File: config.mk
export PLATFORM = sky130hd
export DESIGN_NAME = tws_event_seq
export DESIGN_NICKNAME = d
export VERILOG_FILES = /design/src/rtl/tws_pkg.sv /design/src/rtl/tws_event_seq.sv
export SDC_FILE = /design/constraint.sdc
export NUM_CORES = 1
export LEC_CHECK = 0
export BUFFER_PORTS_ARGS = -buffer_cell sky130_fd_sc_hd__buf_2
export CAP_MARGIN = 20
export CORE_UTILIZATION = 25
export DETAILED_ROUTE_END_ITERATION = 7
export PLACE_DENSITY = 0.44
export SKIP_LAST_GASP = 1
export SLEW_MARGIN = 25
export SYNTH_ARGS = -nofsm -noshare
export SYNTH_HDL_FRONTEND = slang
export SYNTH_SLANG_ARGS = --single-unit
File: constraint.sdc
create_clock -name clk_sys -period 2.7 [get_ports clk_sys]
set_clock_uncertainty 0.1 [all_clocks]
set_input_delay 0.135 -clock clk_sys [delete_from_list [all_inputs] [get_ports clk_sys]]
set_output_delay 0.135 -clock clk_sys [all_outputs]
set_load 0.005 [all_outputs]
File: src/rtl/tws_pkg.sv
// constants, register map and state encoding for the two-wire bus event sequencer
// assumes a 200 MHz system clock and a 32-bit avalon-mm slave port with byte addresses
package tws_pkg;

  // register byte offsets
  localparam logic [3:0] OFS_CTRL = 4'h0;
  localparam logic [3:0] OFS_STAT = 4'h4;
  localparam logic [3:0] OFS_SHIFT = 4'h8;
  localparam logic [3:0] OFS_OWN = 4'hC;

  // bus_control_register fields
  localparam int CTL_WREL = 5;
  localparam int CTL_SPIE = 4;
  localparam int CTL_WTIM = 3;
  localparam int CTL_ACKE = 2;
  localparam int CTL_STT = 1;
  localparam int CTL_SPT = 0;

  // reset values
  localparam logic RST_BIT = 1'b0;
  localparam logic [7:0] RST_BYTE = 8'h00;

  // extension codes carry this upper nibble
  localparam logic [3:0] EXT_CODE = 4'h0;

  // bit slots within one byte frame
  localparam logic [3:0] SLOT_FIRST = 4'h0;
  localparam logic [3:0] SLOT_LAST_DATA = 4'h7;
  localparam logic [3:0] SLOT_ACK = 4'h8;
  localparam logic [3:0] SLOT_END = 4'h9;

  // master scl half period: least time, rounded up
  localparam int CLK_PERIOD_NS = 5;
  localparam int SCL_HALF_NS = 5000;
  localparam int SCL_HALF_CYC = (SCL_HALF_NS + CLK_PERIOD_NS - 1) / CLK_PERIOD_NS;
  localparam logic [10:0] SCL_HALF_CNT = 11'(SCL_HALF_CYC);
  localparam logic [10:0] TMR_ZERO = 11'h000;
  localparam logic [10:0] TMR_ONE = 11'h001;

  typedef enum logic [2:0] {
    M_IDLE = 3'b000,
    M_START = 3'b001,
    M_XFER = 3'b010,
    M_RST = 3'b011,
    M_STOP_A = 3'b100,
    M_STOP_B = 3'b101
  } tws_mst_t;

endpackage

File: src/rtl/tws_event_seq.sv
// two-wire bus byte engine with event reporting and scl wait control
// assumes open-drain scl/sda resolved outside, pulled up, and an avalon-mm master on clk_sys
`timescale 1ns/1ps
`default_nettype none

module tws_event_seq (
  // clock and reset
  input wire logic clk_sys,
  input wire logic sys_rst,
  // avalon-mm register port
  input wire logic [3:0] avs_address,
  input wire logic avs_read,
  input wire logic avs_write,
  input wire logic [31:0] avs_writedata,
  output logic [31:0] avs_readdata,
  output logic avs_waitrequest,
  // two-wire bus pins
  input wire logic scl_in,
  output logic scl_out,
  output logic scl_oe_n,
  input wire logic sda_in,
  output logic sda_out,
  output logic sda_oe_n,
  // bus event
  output logic bus_event_irq
);
  import tws_pkg::*;

  // synchronisers; stage 0 feeds stage 1 only
  logic [1:0] scl_sync_r;
  logic [1:0] sda_sync_r;
  logic scl_d_r;
  logic sda_d_r;
  logic scl_s;
  logic sda_s;

  always_ff @(posedge clk_sys or posedge sys_rst) begin
    if (sys_rst) begin
      scl_sync_r <= 2'h3;
      sda_sync_r <= 2'h3;
      scl_d_r <= 1'b1;
      sda_d_r <= 1'b1;
    end else begin
      scl_sync_r <= {scl_sync_r[0], scl_in};
      sda_sync_r <= {sda_sync_r[0], sda_in};
      scl_d_r <= scl_sync_r[1];
      sda_d_r <= sda_sync_r[1];
    end
  end

  assign scl_s = scl_sync_r[1];
  assign sda_s = sda_sync_r[1];

  // state
  logic ack_r, ack_nxt;
  logic [7:0] rdata_r, rdata_nxt;
  logic spie_r, spie_nxt;
  logic wtim_r, wtim_nxt;
  logic acke_r, acke_nxt;
  logic [7:0] own_r, own_nxt;
  logic [7:0] shift_r, shift_nxt;
  tws_mst_t state_r, state_nxt;
  logic [10:0] tmr_r, tmr_nxt;
  logic scl_lo_r, scl_lo_nxt;
  logic sda_lo_r, sda_lo_nxt;
  logic hold_r, hold_nxt;
  logic [3:0] slot_r, slot_nxt;
  logic addr_ph_r, addr_ph_nxt;
  logic busy_r, busy_nxt;
  logic master_r, master_nxt;
  logic coi_r, coi_nxt;
  logic exc_r, exc_nxt;
  logic trc_r, trc_nxt;
  logic ackd_r, ackd_nxt;
  logic std_r, std_nxt;
  logic spd_r, spd_nxt;
  logic ald_r, ald_nxt;
  logic was_part_r, was_part_nxt;
  logic irq_r, irq_nxt;
  logic scl_drv_r, scl_drv_nxt;

  // decode helpers
  logic wr, rd_stat, wr_ctrl, wr_shift, wr_own, rel;
  logic scl_rise, scl_fall, start_det, stop_det;
  logic part, tx_role, ack_drv, want_lo, tmr_done;
  logic [7:0] status, rx_byte;

  assign avs_waitrequest = (avs_read | avs_write) & ~ack_r;
  assign avs_readdata = {24'h000000, rdata_r};
  assign scl_out = 1'b0;
  assign sda_out = 1'b0;
  assign scl_oe_n = ~scl_drv_r;
  assign sda_oe_n = ~sda_lo_r;
  assign bus_event_irq = irq_r;

  always_comb begin
    // bus access decode: every access answers after one wait cycle
    ack_nxt = (avs_read | avs_write) & ~ack_r;
    wr = avs_write & ack_r;
    rd_stat = avs_read & ack_r & (avs_address == OFS_STAT);
    wr_ctrl = wr & (avs_address == OFS_CTRL);
    wr_shift = wr & (avs_address == OFS_SHIFT);
    wr_own = wr & (avs_address == OFS_OWN);

    // line events
    scl_rise = scl_s & ~scl_d_r;
    scl_fall = ~scl_s & scl_d_r;
    start_det = scl_s & scl_d_r & sda_d_r & ~sda_s;
    stop_det = scl_s & scl_d_r & ~sda_d_r & sda_s;

    part = master_r | coi_r | exc_r;
    tx_role = addr_ph_r ? master_r : trc_r;
    ack_drv = addr_ph_r ? (~master_r & (coi_r | (exc_r & acke_r))) : (part & ~trc_r & acke_r);
    status = {master_r, ald_r, exc_r, coi_r, trc_r, ackd_r, std_r, spd_r};
    rx_byte = {shift_r[6:0], sda_s};
    tmr_done = (tmr_r >= SCL_HALF_CNT - TMR_ONE);

    // defaults
    spie_nxt = spie_r;
    wtim_nxt = wtim_r;
    acke_nxt = acke_r;
    own_nxt = own_r;
    shift_nxt = shift_r;
    state_nxt = state_r;
    tmr_nxt = tmr_r;
    scl_lo_nxt = scl_lo_r;
    hold_nxt = hold_r;
    slot_nxt = slot_r;
    addr_ph_nxt = addr_ph_r;
    busy_nxt = busy_r;
    master_nxt = master_r;
    coi_nxt = coi_r;
    exc_nxt = exc_r;
    trc_nxt = trc_r;
    ackd_nxt = ackd_r;
    std_nxt = std_r;
    spd_nxt = spd_r;
    ald_nxt = ald_r;
    was_part_nxt = was_part_r;
    irq_nxt = 1'b0;
    rel = 1'b0;

    case (avs_address)
      OFS_CTRL: rdata_nxt = {2'h0, 1'b0, spie_r, wtim_r, acke_r, 2'h0};
      OFS_STAT: rdata_nxt = status;
      OFS_SHIFT: rdata_nxt = shift_r;
      OFS_OWN: rdata_nxt = own_r;
      default: rdata_nxt = 8'h00;
    endcase

    // reading status clears the lost flag; a loss in the same cycle still sets it
    if (rd_stat) begin
      ald_nxt = 1'b0;
    end

    // register writes and wait release
    if (wr_ctrl) begin
      spie_nxt = avs_writedata[CTL_SPIE];
      wtim_nxt = avs_writedata[CTL_WTIM];
      acke_nxt = avs_writedata[CTL_ACKE];
      if (avs_writedata[CTL_WREL]) begin
        rel = 1'b1;
      end
      if (avs_writedata[CTL_STT]) begin
        if (!busy_r && state_r == M_IDLE) begin
          state_nxt = M_START;
          master_nxt = 1'b1;
          tmr_nxt = TMR_ZERO;
        end else if (hold_r && master_r) begin
          state_nxt = M_RST;
          tmr_nxt = TMR_ZERO;
          rel = 1'b1;
        end
      end else if (avs_writedata[CTL_SPT] && hold_r && master_r) begin
        state_nxt = M_STOP_A;
        tmr_nxt = TMR_ZERO;
        rel = 1'b1;
      end
    end
    if (wr_shift) begin
      shift_nxt = avs_writedata[7:0];
      rel = 1'b1;
    end
    if (wr_own) begin
      own_nxt = avs_writedata[7:0];
    end
    if (rel) begin
      hold_nxt = 1'b0;
    end

    // bit sampling on scl rise
    if (scl_rise && busy_r) begin
      if (slot_r <= SLOT_LAST_DATA) begin
        shift_nxt = rx_byte;
        slot_nxt = slot_r + 4'h1;
        if (slot_r == SLOT_FIRST) begin
          ackd_nxt = 1'b0;
          if (!addr_ph_r) begin
            std_nxt = 1'b0;
          end
        end
        // released line read low while sending: arbitration lost, carry on as slave
        if (master_r && tx_role && !sda_lo_r && !sda_s) begin
          master_nxt = 1'b0;
          ald_nxt = 1'b1;
          state_nxt = M_IDLE;
          scl_lo_nxt = 1'b0;
        end
        if (addr_ph_r && slot_r == SLOT_LAST_DATA) begin
          exc_nxt = (rx_byte[7:4] == EXT_CODE);
          coi_nxt = ~master_nxt & (rx_byte[7:4] != EXT_CODE)
                    & (rx_byte[7:1] == own_r[7:1]);
          trc_nxt = master_nxt ? ~rx_byte[0] : rx_byte[0];
        end
      end else if (slot_r == SLOT_ACK) begin
        ackd_nxt = ~sda_s;
        slot_nxt = SLOT_END;
      end
    end

    // events and waits on scl fall
    if (scl_fall && busy_r) begin
      if (slot_r == SLOT_ACK) begin
        if (addr_ph_r) begin
          if (exc_r && !master_r) begin
            irq_nxt = 1'b1;
            hold_nxt = 1'b1;
          end
        end else if (part && !wtim_r) begin
          irq_nxt = 1'b1;
          hold_nxt = 1'b1;
        end
      end else if (slot_r == SLOT_END) begin
        slot_nxt = SLOT_FIRST;
        addr_ph_nxt = 1'b0;
        if (addr_ph_r) begin
          if (master_r || coi_r || (exc_r && wtim_r)) begin
            irq_nxt = 1'b1;
            hold_nxt = 1'b1;
          end else if (!part && was_part_r) begin
            irq_nxt = 1'b1;
          end
        end else if (part && wtim_r) begin
          irq_nxt = 1'b1;
          hold_nxt = 1'b1;
        end
      end
    end

    // master clock and condition generator
    case (state_r)
      M_IDLE: begin
        scl_lo_nxt = 1'b0;
      end
      M_START: begin
        tmr_nxt = tmr_r + TMR_ONE;
        if (tmr_done) begin
          scl_lo_nxt = 1'b1;
          hold_nxt = 1'b1;
          state_nxt = M_XFER;
          tmr_nxt = TMR_ZERO;
        end
      end
      M_XFER: begin
        if (scl_lo_r) begin
          if (!tmr_done) begin
            tmr_nxt = tmr_r + TMR_ONE;
          end else if (!hold_r) begin
            scl_lo_nxt = 1'b0;
            tmr_nxt = TMR_ZERO;
          end
        end else if (!scl_s) begin
          tmr_nxt = TMR_ZERO;
        end else if (tmr_done) begin
          scl_lo_nxt = 1'b1;
          tmr_nxt = TMR_ZERO;
        end else begin
          tmr_nxt = tmr_r + TMR_ONE;
        end
      end
      M_RST: begin
        tmr_nxt = tmr_r + TMR_ONE;
        if (scl_lo_r) begin
          if (tmr_done) begin
            scl_lo_nxt = 1'b0;
            tmr_nxt = TMR_ZERO;
          end
        end else if (!scl_s) begin
          tmr_nxt = TMR_ZERO;
        end else if (tmr_done) begin
          state_nxt = M_START;
          tmr_nxt = TMR_ZERO;
        end
      end
      M_STOP_A: begin
        tmr_nxt = tmr_r + TMR_ONE;
        if (tmr_done) begin
          scl_lo_nxt = 1'b0;
          state_nxt = M_STOP_B;
          tmr_nxt = TMR_ZERO;
        end
      end
      M_STOP_B: begin
        tmr_nxt = scl_s ? tmr_r + TMR_ONE : TMR_ZERO;
        if (scl_s && tmr_done) begin
          state_nxt = M_IDLE;
          tmr_nxt = TMR_ZERO;
        end
      end
      default: begin
        state_nxt = M_IDLE;
        scl_lo_nxt = 1'b0;
        tmr_nxt = TMR_ZERO;
      end
    endcase

    // bus conditions override byte progress
    if (start_det) begin
      busy_nxt = 1'b1;
      std_nxt = 1'b1;
      spd_nxt = 1'b0;
      was_part_nxt = part;
      coi_nxt = 1'b0;
      exc_nxt = 1'b0;
      trc_nxt = 1'b0;
      ackd_nxt = 1'b0;
      slot_nxt = SLOT_FIRST;
      addr_ph_nxt = 1'b1;
      hold_nxt = 1'b0;
    end
    if (stop_det) begin
      busy_nxt = 1'b0;
      spd_nxt = 1'b1;
      std_nxt = 1'b0;
      master_nxt = 1'b0;
      coi_nxt = 1'b0;
      exc_nxt = 1'b0;
      trc_nxt = 1'b0;
      ackd_nxt = 1'b0;
      was_part_nxt = 1'b0;
      hold_nxt = 1'b0;
      slot_nxt = SLOT_FIRST;
      addr_ph_nxt = 1'b0;
      state_nxt = M_IDLE;
      scl_lo_nxt = 1'b0;
      irq_nxt = spie_r;
    end

    // sda only changes while scl is low, outside generated conditions
    if (slot_r == SLOT_ACK) begin
      want_lo = ack_drv;
    end else begin
      want_lo = tx_role & ~shift_r[7];
    end
    case (state_nxt)
      M_START, M_STOP_A, M_STOP_B: sda_lo_nxt = 1'b1;
      M_RST: sda_lo_nxt = 1'b0;
      default: sda_lo_nxt = scl_s ? sda_lo_r : want_lo;
    endcase
    // idle keeps sda while scl is high, so a generated stop must let sda rise here
    if (state_r == M_STOP_B && state_nxt == M_IDLE) begin
      sda_lo_nxt = 1'b0;
    end

    scl_drv_nxt = scl_lo_nxt | hold_nxt;
  end

  always_ff @(posedge clk_sys or posedge sys_rst) begin
    if (sys_rst) begin
      ack_r <= RST_BIT;
      rdata_r <= RST_BYTE;
      spie_r <= RST_BIT;
      wtim_r <= RST_BIT;
      acke_r <= RST_BIT;
      own_r <= RST_BYTE;
      shift_r <= RST_BYTE;
      state_r <= M_IDLE;
      tmr_r <= TMR_ZERO;
      scl_lo_r <= RST_BIT;
      sda_lo_r <= RST_BIT;
      hold_r <= RST_BIT;
      slot_r <= SLOT_FIRST;
      addr_ph_r <= RST_BIT;
      busy_r <= RST_BIT;
      master_r <= RST_BIT;
      coi_r <= RST_BIT;
      exc_r <= RST_BIT;
      trc_r <= RST_BIT;
      ackd_r <= RST_BIT;
      std_r <= RST_BIT;
      spd_r <= RST_BIT;
      ald_r <= RST_BIT;
      was_part_r <= RST_BIT;
      irq_r <= RST_BIT;
      scl_drv_r <= RST_BIT;
    end else begin
      ack_r <= ack_nxt;
      rdata_r <= rdata_nxt;
      spie_r <= spie_nxt;
      wtim_r <= wtim_nxt;
      acke_r <= acke_nxt;
      own_r <= own_nxt;
      shift_r <= shift_nxt;
      state_r <= state_nxt;
      tmr_r <= tmr_nxt;
      scl_lo_r <= scl_lo_nxt;
      sda_lo_r <= sda_lo_nxt;
      hold_r <= hold_nxt;
      slot_r <= slot_nxt;
      addr_ph_r <= addr_ph_nxt;
      busy_r <= busy_nxt;
      master_r <= master_nxt;
      coi_r <= coi_nxt;
      exc_r <= exc_nxt;
      trc_r <= trc_nxt;
      ackd_r <= ackd_nxt;
      std_r <= std_nxt;
      spd_r <= spd_nxt;
      ald_r <= ald_nxt;
      was_part_r <= was_part_nxt;
      irq_r <= irq_nxt;
      scl_drv_r <= scl_drv_nxt;
    end
  end

endmodule

`default_nettype wire

==> results of run 1 <==
## stage by stage
| step | hold slack [ns] | utilization (%) | instances |
|---|---|---|---|
| CTS | 0.0009797 | 30.92 | 628 |
| detailed placement | 0.1412 | 27.89 | 601 |
| floorplan | 0.03948 | - | 422 |
| global route | 0.05563 | 30.99 | 629 |
| global placement | 0.1426 | 27.89 | 601 |
| finish | 0.05024 | 30.99 | 629 |
## placed cells by master, fill, tap and decap left out, types with 12 or more instances in the layout
master          n
nand2_1        39
nand3_1        13
conb_1         26
nor2_1         30
buf_2          29
inv_1          14
dfrtp_1        62
mux2_2         16
dlygate4sd3_1  12
o21ai_0        21
## logic make-up (layout without fill, tap and decap cells)
kind of cell | after synthesis | after routing
flip-flops | 68 | 68
multiplexers | 27 | 27
AND/OR/NAND/NOR | 138 | 138
XOR/XNOR | 11 | 11
AO/OA/AOI/OAI | 89 | 89
adder cells (fa/ha/maj) | 4 | 4
buffers and inverters | 59 | 82
other | 1 | 26
## registers in the layout, summed over array words and instances (netlist names), 2 cells and up
register / flops
tmr_r: 11
own_r: 8
rdata_r: 8
shift_r: 8
slot_r: 4
state_r: 3
scl_sync_r: 2
sda_sync_r: 2
## worst max path at each step
| stage | to | slack [ns] | depth (start not counted) |
|---|---|---|---|
| 4_1_cts | sda_lo_r$_DFFE_PP0P_ | 0.37 | 7 |
| 6_report | sda_lo_r$_DFFE_PP0P_ | 0.34 | 7 |
| 5_1_grt | tmr_r[7]$_DFF_PP0_ | 0.13 | 7 |
| 2_1_floorplan | sda_lo_r$_DFFE_PP0P_ | 0.65 | 7 |
| 3_3_place_gp | sda_lo_r$_DFFE_PP0P_ | 0.37 | 7 |
| 3_5_place_dp | sda_lo_r$_DFFE_PP0P_ | 0.39 | 7 |
## routing by layer
| layer | share of wire, % | up-vias | GRT usage, % |
|---|---|---|---|
| met1 | 50 | 1477 | 17.98 |
| met2 | 43 | 90 | 18.95 |
| met4 | 1.2 | 0 | 4.252 |
| met3 | 5.2 | 11 | 4.206 |
| li1 | - | 1449 | - |
| met5 | 0 | - | 0 |
## power groups by stage
stage	sequential, W	clock, W	combinational (W)
6_report	0.00140	0.00131	0.000657
5_1_grt	0.00143	0.00140	0.000750
4_1_cts	0.00139	0.00136	0.000661
3_5_place_dp	0.00141	0	0.000645
3_3_place_gp	0.00141	0	0.000635
2_1_floorplan	0.00134	0	0.000533
## worst max-delay path, stage by stage (launching register included)
cell and delay [ns]:
dfrtp_1 0.43, ha_1 0.26, a211oi_1 0.39, a211oi_2 0.15, o21ai_0 0.26, o32ai_1 0.19
or3_1 0.41, o211ai_1 0.09
## final cells by class
| cell class | instances | area (um2) |
|---|---|---|
| Timing Repair Buffer | 51 | 352.8 |
| Sequential cell | 68 | 1709 |
| Multi-Input combinational cell | 295 | 1887 |
| Clock inverter | 5 | 83.83 |
| Clock buffer | 11 | 252.7 |
| Inverter | 15 | 56.30 |
| Fill cell | 1537 | 10180 |
| Tap cell | 184 | 230.2 |
## repair_timing
| action | in CTS | in global routing |
|---|---|---|
| hold buffers | 11 | 1 |
| gates resized for setup | 0 | 0 |
| endpoints found under the hold margin | 40 | 1 |
## cell usage after synthesis (all sizes together), types with 5 or more instances
library cell / n / area share (%)
a21oi: 10 / 1.3
o211ai: 5 / 0.98
buf: 36 / 6.5
nand2: 40 / 4.0
inv: 15 / 1.5
xor2: 8 / 1.8
nor3: 10 / 1.3
mux2: 16 / 4.7
o21ai: 31 / 4.0
nor2: 30 / 2.9
dfrtp: 62 / 40
nand3: 14 / 2.0
a22oi: 6 / 1.2
mux2i: 8 / 2.1
nor2b: 10 / 1.6
dfstp: 6 / 4.1
nand3b: 5 / 0.98
clkbuf: 8 / 0.78
==> summary.md, run 1 <==
| Metric | Value |
|---|---|
| Status | complete, no violations |
| Pre-antenna DRT Iters | 4 |
| Xor/xnor cell area share of the yosys netlist | between 2 and 3% |
| R2R depth | 7 |
| CTS buffer count | 9 |
| RSZ-0062 raised after global routing | false |
| Synth Area in Adders | ~1.3% |
| Reg power frac | around two fifths |
| Main combinational cell family by area after synthesis | simple AND/OR/NAND/NOR gates |
| P_leak | roughly 2.1 nW |
| Wire length per cell | ~15 um |
| Vias in the first global route | slightly below 3000 |
| Max_slew headroom | 55.83% |
| Switching Fraction | 29.67% |
| Reg2Reg Capture Point | sda_lo_r$_DFFE_PP0P_ |
| Synth Area in Compound Gates | about 16% |
| Via density | just under 5 |
| Via count of the routed design | about 3000 |
| DP HPWL | ~6600 um |
| Psw | roughly 0.0010 W |
| DRT Wirelength | approximately 9300 um |
| Slew @ Worst Pin | roughly 0.66 ns |
| Setup Viol. Count Final | 0 |
| Total GRT Usage | 12.97% |
| Final Hold Fails | 0 |
| Logic pwr share | 19.5% |
| Setup WS pre-CTS | just under 0.4 ns |
| First-pass GRT wire length | around 16000 um |
| I/O pin total | 80 |
| H-tree levels | 3 |
| Nets | 486 |
| # diodes | 0 |
| Max Buffers Root-to-Sink | 2 |
| PD cells | 736.5 mW/mm2 |
| Netlist cell types | 63 |
| Power, Total | about 0.0034 W |
| Final period util | 87.40% |
| Hold Startpoint | avs_writedata[1] |
| Fraction of registers with async set/reset | 100.0% |
| Die Area | between 0.015 and 0.02 mm2 |
| Layout cells sized above 1 | roughly a fifth |
| CP startpoint | tmr_r[0]$_DFF_PP0_ |
| Top_reg_cell synth | dfrtp_1 |
| Core area | ~0.015 mm2 |
| Part of the power in the clock network | a little under 40% |
| GPL Wtd Cong | ~0.83 |
| TNS Setup | 0 ns |
| Cell row count | 44 |
| RR Startpoint | tmr_r[0]$_DFF_PP0_ |
| Final ANT Viol Nets | 0 |
| Setup slack after layout | about 0.34 ns |
| Initial antenna violation count | 0 |
| Internal Pwr Total | about 0.0024 W |
| Die height | approximately 130 um |
| Area grow syn2layout | 19.10% |
| Critical path capture point type | flip-flop |
| Worst skew pair latency | 0.34 ns |
| Synth warn | 0 |
| Worst endpoint required time | around 2.9 ns |
| Synth Area in Simple Gates | 18.38% |
| CTS tree | done |
| Pin count of the biggest net entering global routing | 41 |
| Cell area after layout | between 0.004 and 0.005 mm2 |
| Reg2Reg Setup Slack | ~0.34 ns |
| Placed cell areas | roughly 0.004 mm2 |
| Chip Width | around 130 um |
| Post-CTS Setup Repair Bufs | 0 |
| I/O Buffers | 29 |
| Crit path launch type | flip-flop |
| Slew Limit Fails | 0 |
| Clock transition at path regs | approximately 0.060 ns |
| Initial Util | 26.02% |
| Hold Path End | own_r[1]$_DFFE_PP0P_ |
| Seq cells post-synth | 68 |
| Hold Crit Depth | 2 |
| Syn Area/Cell | about 9.7 um2 |
| Drc violations | 0 |
| Crit Path Max Fanout | 5 |
| Post-synth EDFFs | 0 |
| Netlist Area Pre-Place | 0.003839 mm2 |
| WS Path Type | reg -> reg |
| Sink Count | between 60 and 70 |
| Max frequency | 423.8 MHz |
| Initial drt markers | 171 |
| Root buf cell | clkbuf_16 |
| Global route overflow | 0 |
| Final min period | approximately 2.4 ns |
| Hold Crit Class | in -> reg |
| Mux cell area share after synthesis | 8.540% |
| Maxcap violations | 0 |
| Part of the Yosys area used for sequential elements | around 45% |
| Cell count after synthesis | 397 |
| Max VDD drop | ~340 uV |
| CP arrival | about 2.5 ns |
No activity file was read; power rests on OpenSTA's default activity.
==> run 2: changes to the inputs <==
- CTS_BUF_LIST: default -> sky130_fd_sc_hd__clkbuf_8
==> summary.md, run 2 (same netlist as run 1, synthesis figures left out) <==
| Metric | Value |
|---|---|
| Routing usage on met1 | around 18% |
| Worst skew pair latency | about 0.36 ns |
| Reg power frac | around 46% |
| Max Buffers Root-to-Sink | 2 |
| Commonest non-fill, non-tap cell in the layout | dfrtp_1 |
| WS Path Type | reg -> reg |
| Post-CTS sizing | 0 |
| Part of the power in the clock network | roughly a third |
| Vias in the first global route | 2977 |
| Global route overflow | 0 |
| Clock transition at path regs | around 0.08 ns |
| Area grow syn2layout | 16.46% |
| Max VDD drop | 231.3 uV |
| I/O Buffers | 29 |
| Cell row count | 44 |
| Layout cells sized above 1 | 20.67% |
| Switching Fraction | a little under a third |
| Critical path capture point type | flip-flop |
| Via count of the routed design | 2989 |
| Status | complete, no violations |
| Final period util | just under 90% |
| Chip Width | around 130 um |
| Via density | 4.752 |
| GRT met2 Usage | a little under a fifth |
| Final Hold Fails | 0 |
| Worst endpoint required time | between 2 and 3 ns |
| P_leak | 2.013 nW |
| Wire length per cell | 14.77 um |
| Logic pwr share | 21.6% |
| Slew Limit Fails | 0 |
| Max_slew headroom | 55.94% |
| Final min period | ~2.3 ns |
| Pin count of the biggest net entering global routing | 41 |
| H-tree levels | 3 |
| CTS buffer count | 9 |
| DRT Wirelength | approximately 9300 um |
| Post-CTS Setup Repair Bufs | 0 |
| Max frequency | 426.1 MHz |
| First-pass GRT wire length | between 15000 and 20000 um |
| Total GRT Usage | about 13% |
| RSZ-0062 raised after global routing | false |
| Initial Util | 26.02% |
| Psw | 0.0009650 W |
| Crit path launch type | flip-flop |
| Die height | approximately 130 um |
| Internal Pwr Total | roughly 0.0021 W |
| Die Area | between 0.015 and 0.02 mm2 |
| Commonest non-fill, non-tap cells in the layout | dfrtp_1, nand2_1, nor2_1, buf_2, conb_1 |
| Hold_buf cts | 12 |
| TNS Setup | 0 ns |
| Pre-antenna DRT Iters | 4 |
| GR peak layer | met2 |
| Sink Count | 68 |
| PD cells | 680.5 mW/mm2 |
| Nets | between 400 and 500 |
| CTS tree | done |
| Biggest register | tmr_r |
| Final ANT Viol Nets | 0 |
| Max FFs per register | 11 |
| # diodes | 0 |
| Core area | between 0.01 and 0.015 mm2 |
| Drc violations | 0 |
| Hold Crit Class | in -> reg |
| I/O pin total | 80 |
| Initial antenna violation count | 0 |
| GPL Wtd Cong | 0.8296 |
| DP HPWL | between 6000 and 7000 um |
| Power, Total | ~0.0030 W |
| Root buf cell | clkbuf_8 |
| Final hold slack | roughly 0.02 ns |
| Slew @ Worst Pin | ~0.66 ns |
| Initial drt markers | 183 |
| GRT met3 Usage | 4.333% |
| CP arrival | 2.48 ns |
| Maxcap violations | 0 |
| Setup Viol. Count Final | 0 |
| Crit Path Max Fanout | 5 |
run 2: critical path, stage by stage (launching register included):
cell and delay, ns:
dfrtp_1 0.43, ha_1 0.26, a211oi_1 0.39, a211o_1 0.25
nor3_1 0.08, o32ai_1 0.43, or3_1 0.19, o211ai_1 0.08
run 2: worst paths after layout:
path | from | end | slack, ns | cells after the start
min in group asynchronous | sys_rst | ack_r$_DFF_PP0_ | 0.30 | 3
max in group asynchronous | sys_rst | sda_sync_r[0]$_DFF_PP1_ | 1.48 | 4
worst max register to register | tmr_r[0]$_DFF_PP0_ | sda_lo_r$_DFFE_PP0P_ | 0.35 | 7
worst min register to register | sda_sync_r[0]$_DFF_PP1_ | sda_sync_r[1]$_DFF_PP1_ | 0.26 | 0
worst min-delay path | avs_writedata[1] | own_r[1]$_DFFE_PP0P_ | 0.02 | 2
worst max-delay path | tmr_r[0]$_DFF_PP0_ | sda_lo_r$_DFFE_PP0P_ | 0.35 | 7
run 2: stage by stage:
stage	setup WS, ns	instances	cell area (um2)	utilization (%)
global placement	0.3742	601	4115	27.89
finish	0.3530	629	4471	30.30
detailed placement	0.3923	601	4115	27.89
global route	0.1202	629	4471	30.30
CTS	0.3660	629	4471	30.30
floorplan	0.6475	422	3933	-
run 2: cell type report:
cell class / count / area [um2]
fill: 1543 / 10280
multi-input combinational: 295 / 1887
sequential: 68 / 1709
timing repair buffer: 51 / 352.8
tap: 184 / 230.2
clock buffer: 11 / 151.4
clock inverter: 5 / 83.83
inverter: 15 / 56.30
run 2: power by group through the flow:
stage                     Sequential, W  Combinational (W)  Clock (W)
final                           0.00139           0.000656   0.000993
after floorplan                 0.00134           0.000533          0
after global routing            0.00142           0.000751    0.00107
after detailed placement        0.00141           0.000645          0
after CTS                       0.00139           0.000661    0.00103
after global placement          0.00141           0.000635          0
run 2: routing by layer:
metal  share of wire, %  vias up
li1                   -     1446
met1                 50     1438
met2                 43       91
met3                5.6       14
met4                1.4        0
met5                  0        -
==> run 3: changes to the inputs <==
- PLACE_DENSITY: 0.44 -> default
==> summary.md, run 3 (same netlist as run 1, synthesis figures left out) <==
| Metric | Value |
|---|---|
| GPL Wtd Cong | about 0.89 |
| Total GRT Usage | 11.59% |
| Crit path largest cell delay | around 0.72 ns |
| Layout cells sized above 1 | about a fifth |
| Root buf cell | clkbuf_8 |
| PD cells | ~650 mW/mm2 |
| Final period util | about 90% |
| Final min period | approximately 2.4 ns |
| WS Path Type | reg -> reg |
| Cell row count | between 40 and 50 |
| Biggest register | tmr_r |
| Pre-antenna DRT Iters | 4 |
| Core area | between 0.01 and 0.015 mm2 |
| Critical Path Slowest Stage Cell | a2111oi_4 |
| Fillers | approximately 1500 |
| RSZ-0062 raised after global routing | false |
| Clock transition at path regs | 0.08 ns |
| P_leak | roughly 2.0 nW |
| Crit path launch type | flip-flop |
| Wire length per cell | approximately 14 um |
| Psw | 0.0009376 W |
| Cell area after layout | about 0.0044 mm2 |
| Initial antenna violation count | 0 |
| Part of the power in the clock network | between 20 and 30% |
| H-tree levels | 3 |
| Maxcap violations | 0 |
| Slew Limit Fails | 0 |
| Max_slew headroom | a little over two fifths |
| I/O pin total | 80 |
| Nets | 481 |
| Critical path capture point type | flip-flop |
| Via count of the routed design | approximately 3000 |
| Placed insts | between 500 and 600 |
| CTS buffer count | 9 |
| Max FFs per register | 11 |
| TNS Setup | 0 ns |
| Chip Width | 125.9 um |
| Commonest non-fill, non-tap cells in the layout | dfrtp_1, nand2_1, nor2_1, buf_2, conb_1 |
| Status | complete, no violations |
| Drc violations | 0 |
| DP HPWL | about 6100 um |
| DRT Wirelength | 8603 um |
| Max frequency | between 400 and 500 MHz |
| Sink Count | ~70 |
| Vias in the first global route | 2895 |
| Initial Util | 26.02% |
| Worst skew pair latency | approximately 0.34 ns |
| Pin count of the biggest net entering global routing | 69 |
| CP arrival | ~2.6 ns |
| Initial drt markers | between 150 and 200 |
| Worst endpoint required time | around 2.8 ns |
| # diodes | 0 |
| Max Buffers Root-to-Sink | 2 |
| Setup Viol. Count Final | 0 |
| Reg power frac | 49.5% |
| Logic pwr share | a little over a fifth |
| Slew @ Worst Pin | about 0.87 ns |
| Switching Fraction | 32.87% |
| Critical-path cell list | ha_1 -> a211oi_1 -> a211oi_2 -> o211ai_1 -> a2111oi_4 -> o21ai_1 -> o31ai_1 |
| Placed cell areas | between 0.004 and 0.005 mm2 |
| First-pass GRT wire length | about 15000 um |
| Final Hold Fails | 0 |
| Final Util | between 20% and 30% |
| Crit Path Max Fanout | 11 |
| Via density | around 4.8 |
| Commonest non-fill, non-tap cell in the layout | dfrtp_1 |
| Post-CTS Setup Repair Bufs | 0 |
| Layout Cells excl Fill | 624 |
| Internal Pwr Total | between 0.0015 and 0.002 W |
| Die Area | about 0.016 mm2 |
| Global route overflow | 0 |
| Die height | around 130 um |
| Hold Crit Class | in -> reg |
| Max VDD drop | around 240 uV |
| CTS tree | done |
| Area grow syn2layout | 14.05% |
| I/O Buffers | 29 |
| Final ANT Viol Nets | 0 |
## run 3: critical path: cells and delay by family, from the launching register on
family,cells,cell delay (ns)
adders and majority gates,1,0.23
AOI/OAI and AO/OA,6,1.58
DFF,1,0.43
## run 3: timing repair
action	CTS	global route
resized for setup	0	0
endpoints found under the hold margin	77	0
hold buffers	12	0
endpoints found under the setup margin	0	0
## run 3: final timing paths
| kind | from | end | slack [ns] | cells past startpoint |
|---|---|---|---|---|
| setup reg to reg | tmr_r[0]$_DFF_PP0_ | tmr_r[6]$_DFF_PP0_ | 0.26 | 7 |
| min in group asynchronous | sys_rst | ack_r$_DFF_PP0_ | 0.50 | 4 |
| hold / removal | avs_read | ald_r$_DFF_PP0_ | 0.04 | 4 |
| setup / recovery | tmr_r[0]$_DFF_PP0_ | tmr_r[6]$_DFF_PP0_ | 0.26 | 7 |
| max in group asynchronous | sys_rst | slot_r[0]$_DFF_PP0_ | 1.43 | 4 |
| hold reg to reg | sda_sync_r[0]$_DFF_PP1_ | sda_sync_r[1]$_DFF_PP1_ | 0.26 | 0 |
## run 3: metal layers
layer  wire length [um]  global-route usage (%)
met4                 91                   3.402
met3                389                   3.186
met5                  0                       0
met2               3913                   17.78
met1               4209                   15.87
## run 3: stage by stage
stage               hold WS, ns  total power, W  worst slack, ns
detailed placement       0.1436        0.002033           0.2858
finish                  0.03905        0.002853           0.2593
global route            0.03459        0.003060          0.05949
global placement         0.1508        0.002003           0.3737
CTS                     0.01655        0.002892           0.2702
floorplan               0.03948        0.001876           0.6475
## run 3: layout make-up
cell class / instances / area, um2 / area share [%]
multi-input combinational: 295 / 1887 / 43.10
sequential: 68 / 1709 / 39.04
timing repair buffer: 46 / 302.8 / 6.916
tap: 184 / 230.2 / 5.259
clock buffer: 9 / 123.9 / 2.829
clock inverter: 7 / 68.82 / 1.572
inverter: 15 / 56.30 / 1.286
## run 3: power groups by stage
stage	Sequential, W	Clock (W)	Combinational, W
detailed placement	0.00143	0	0.000604
finish	0.00141	0.000829	0.000612
CTS	0.00141	0.000864	0.000618
global placement	0.00142	0	0.000584
floorplan	0.00134	0	0.000533
global route	0.00144	0.000913	0.000704
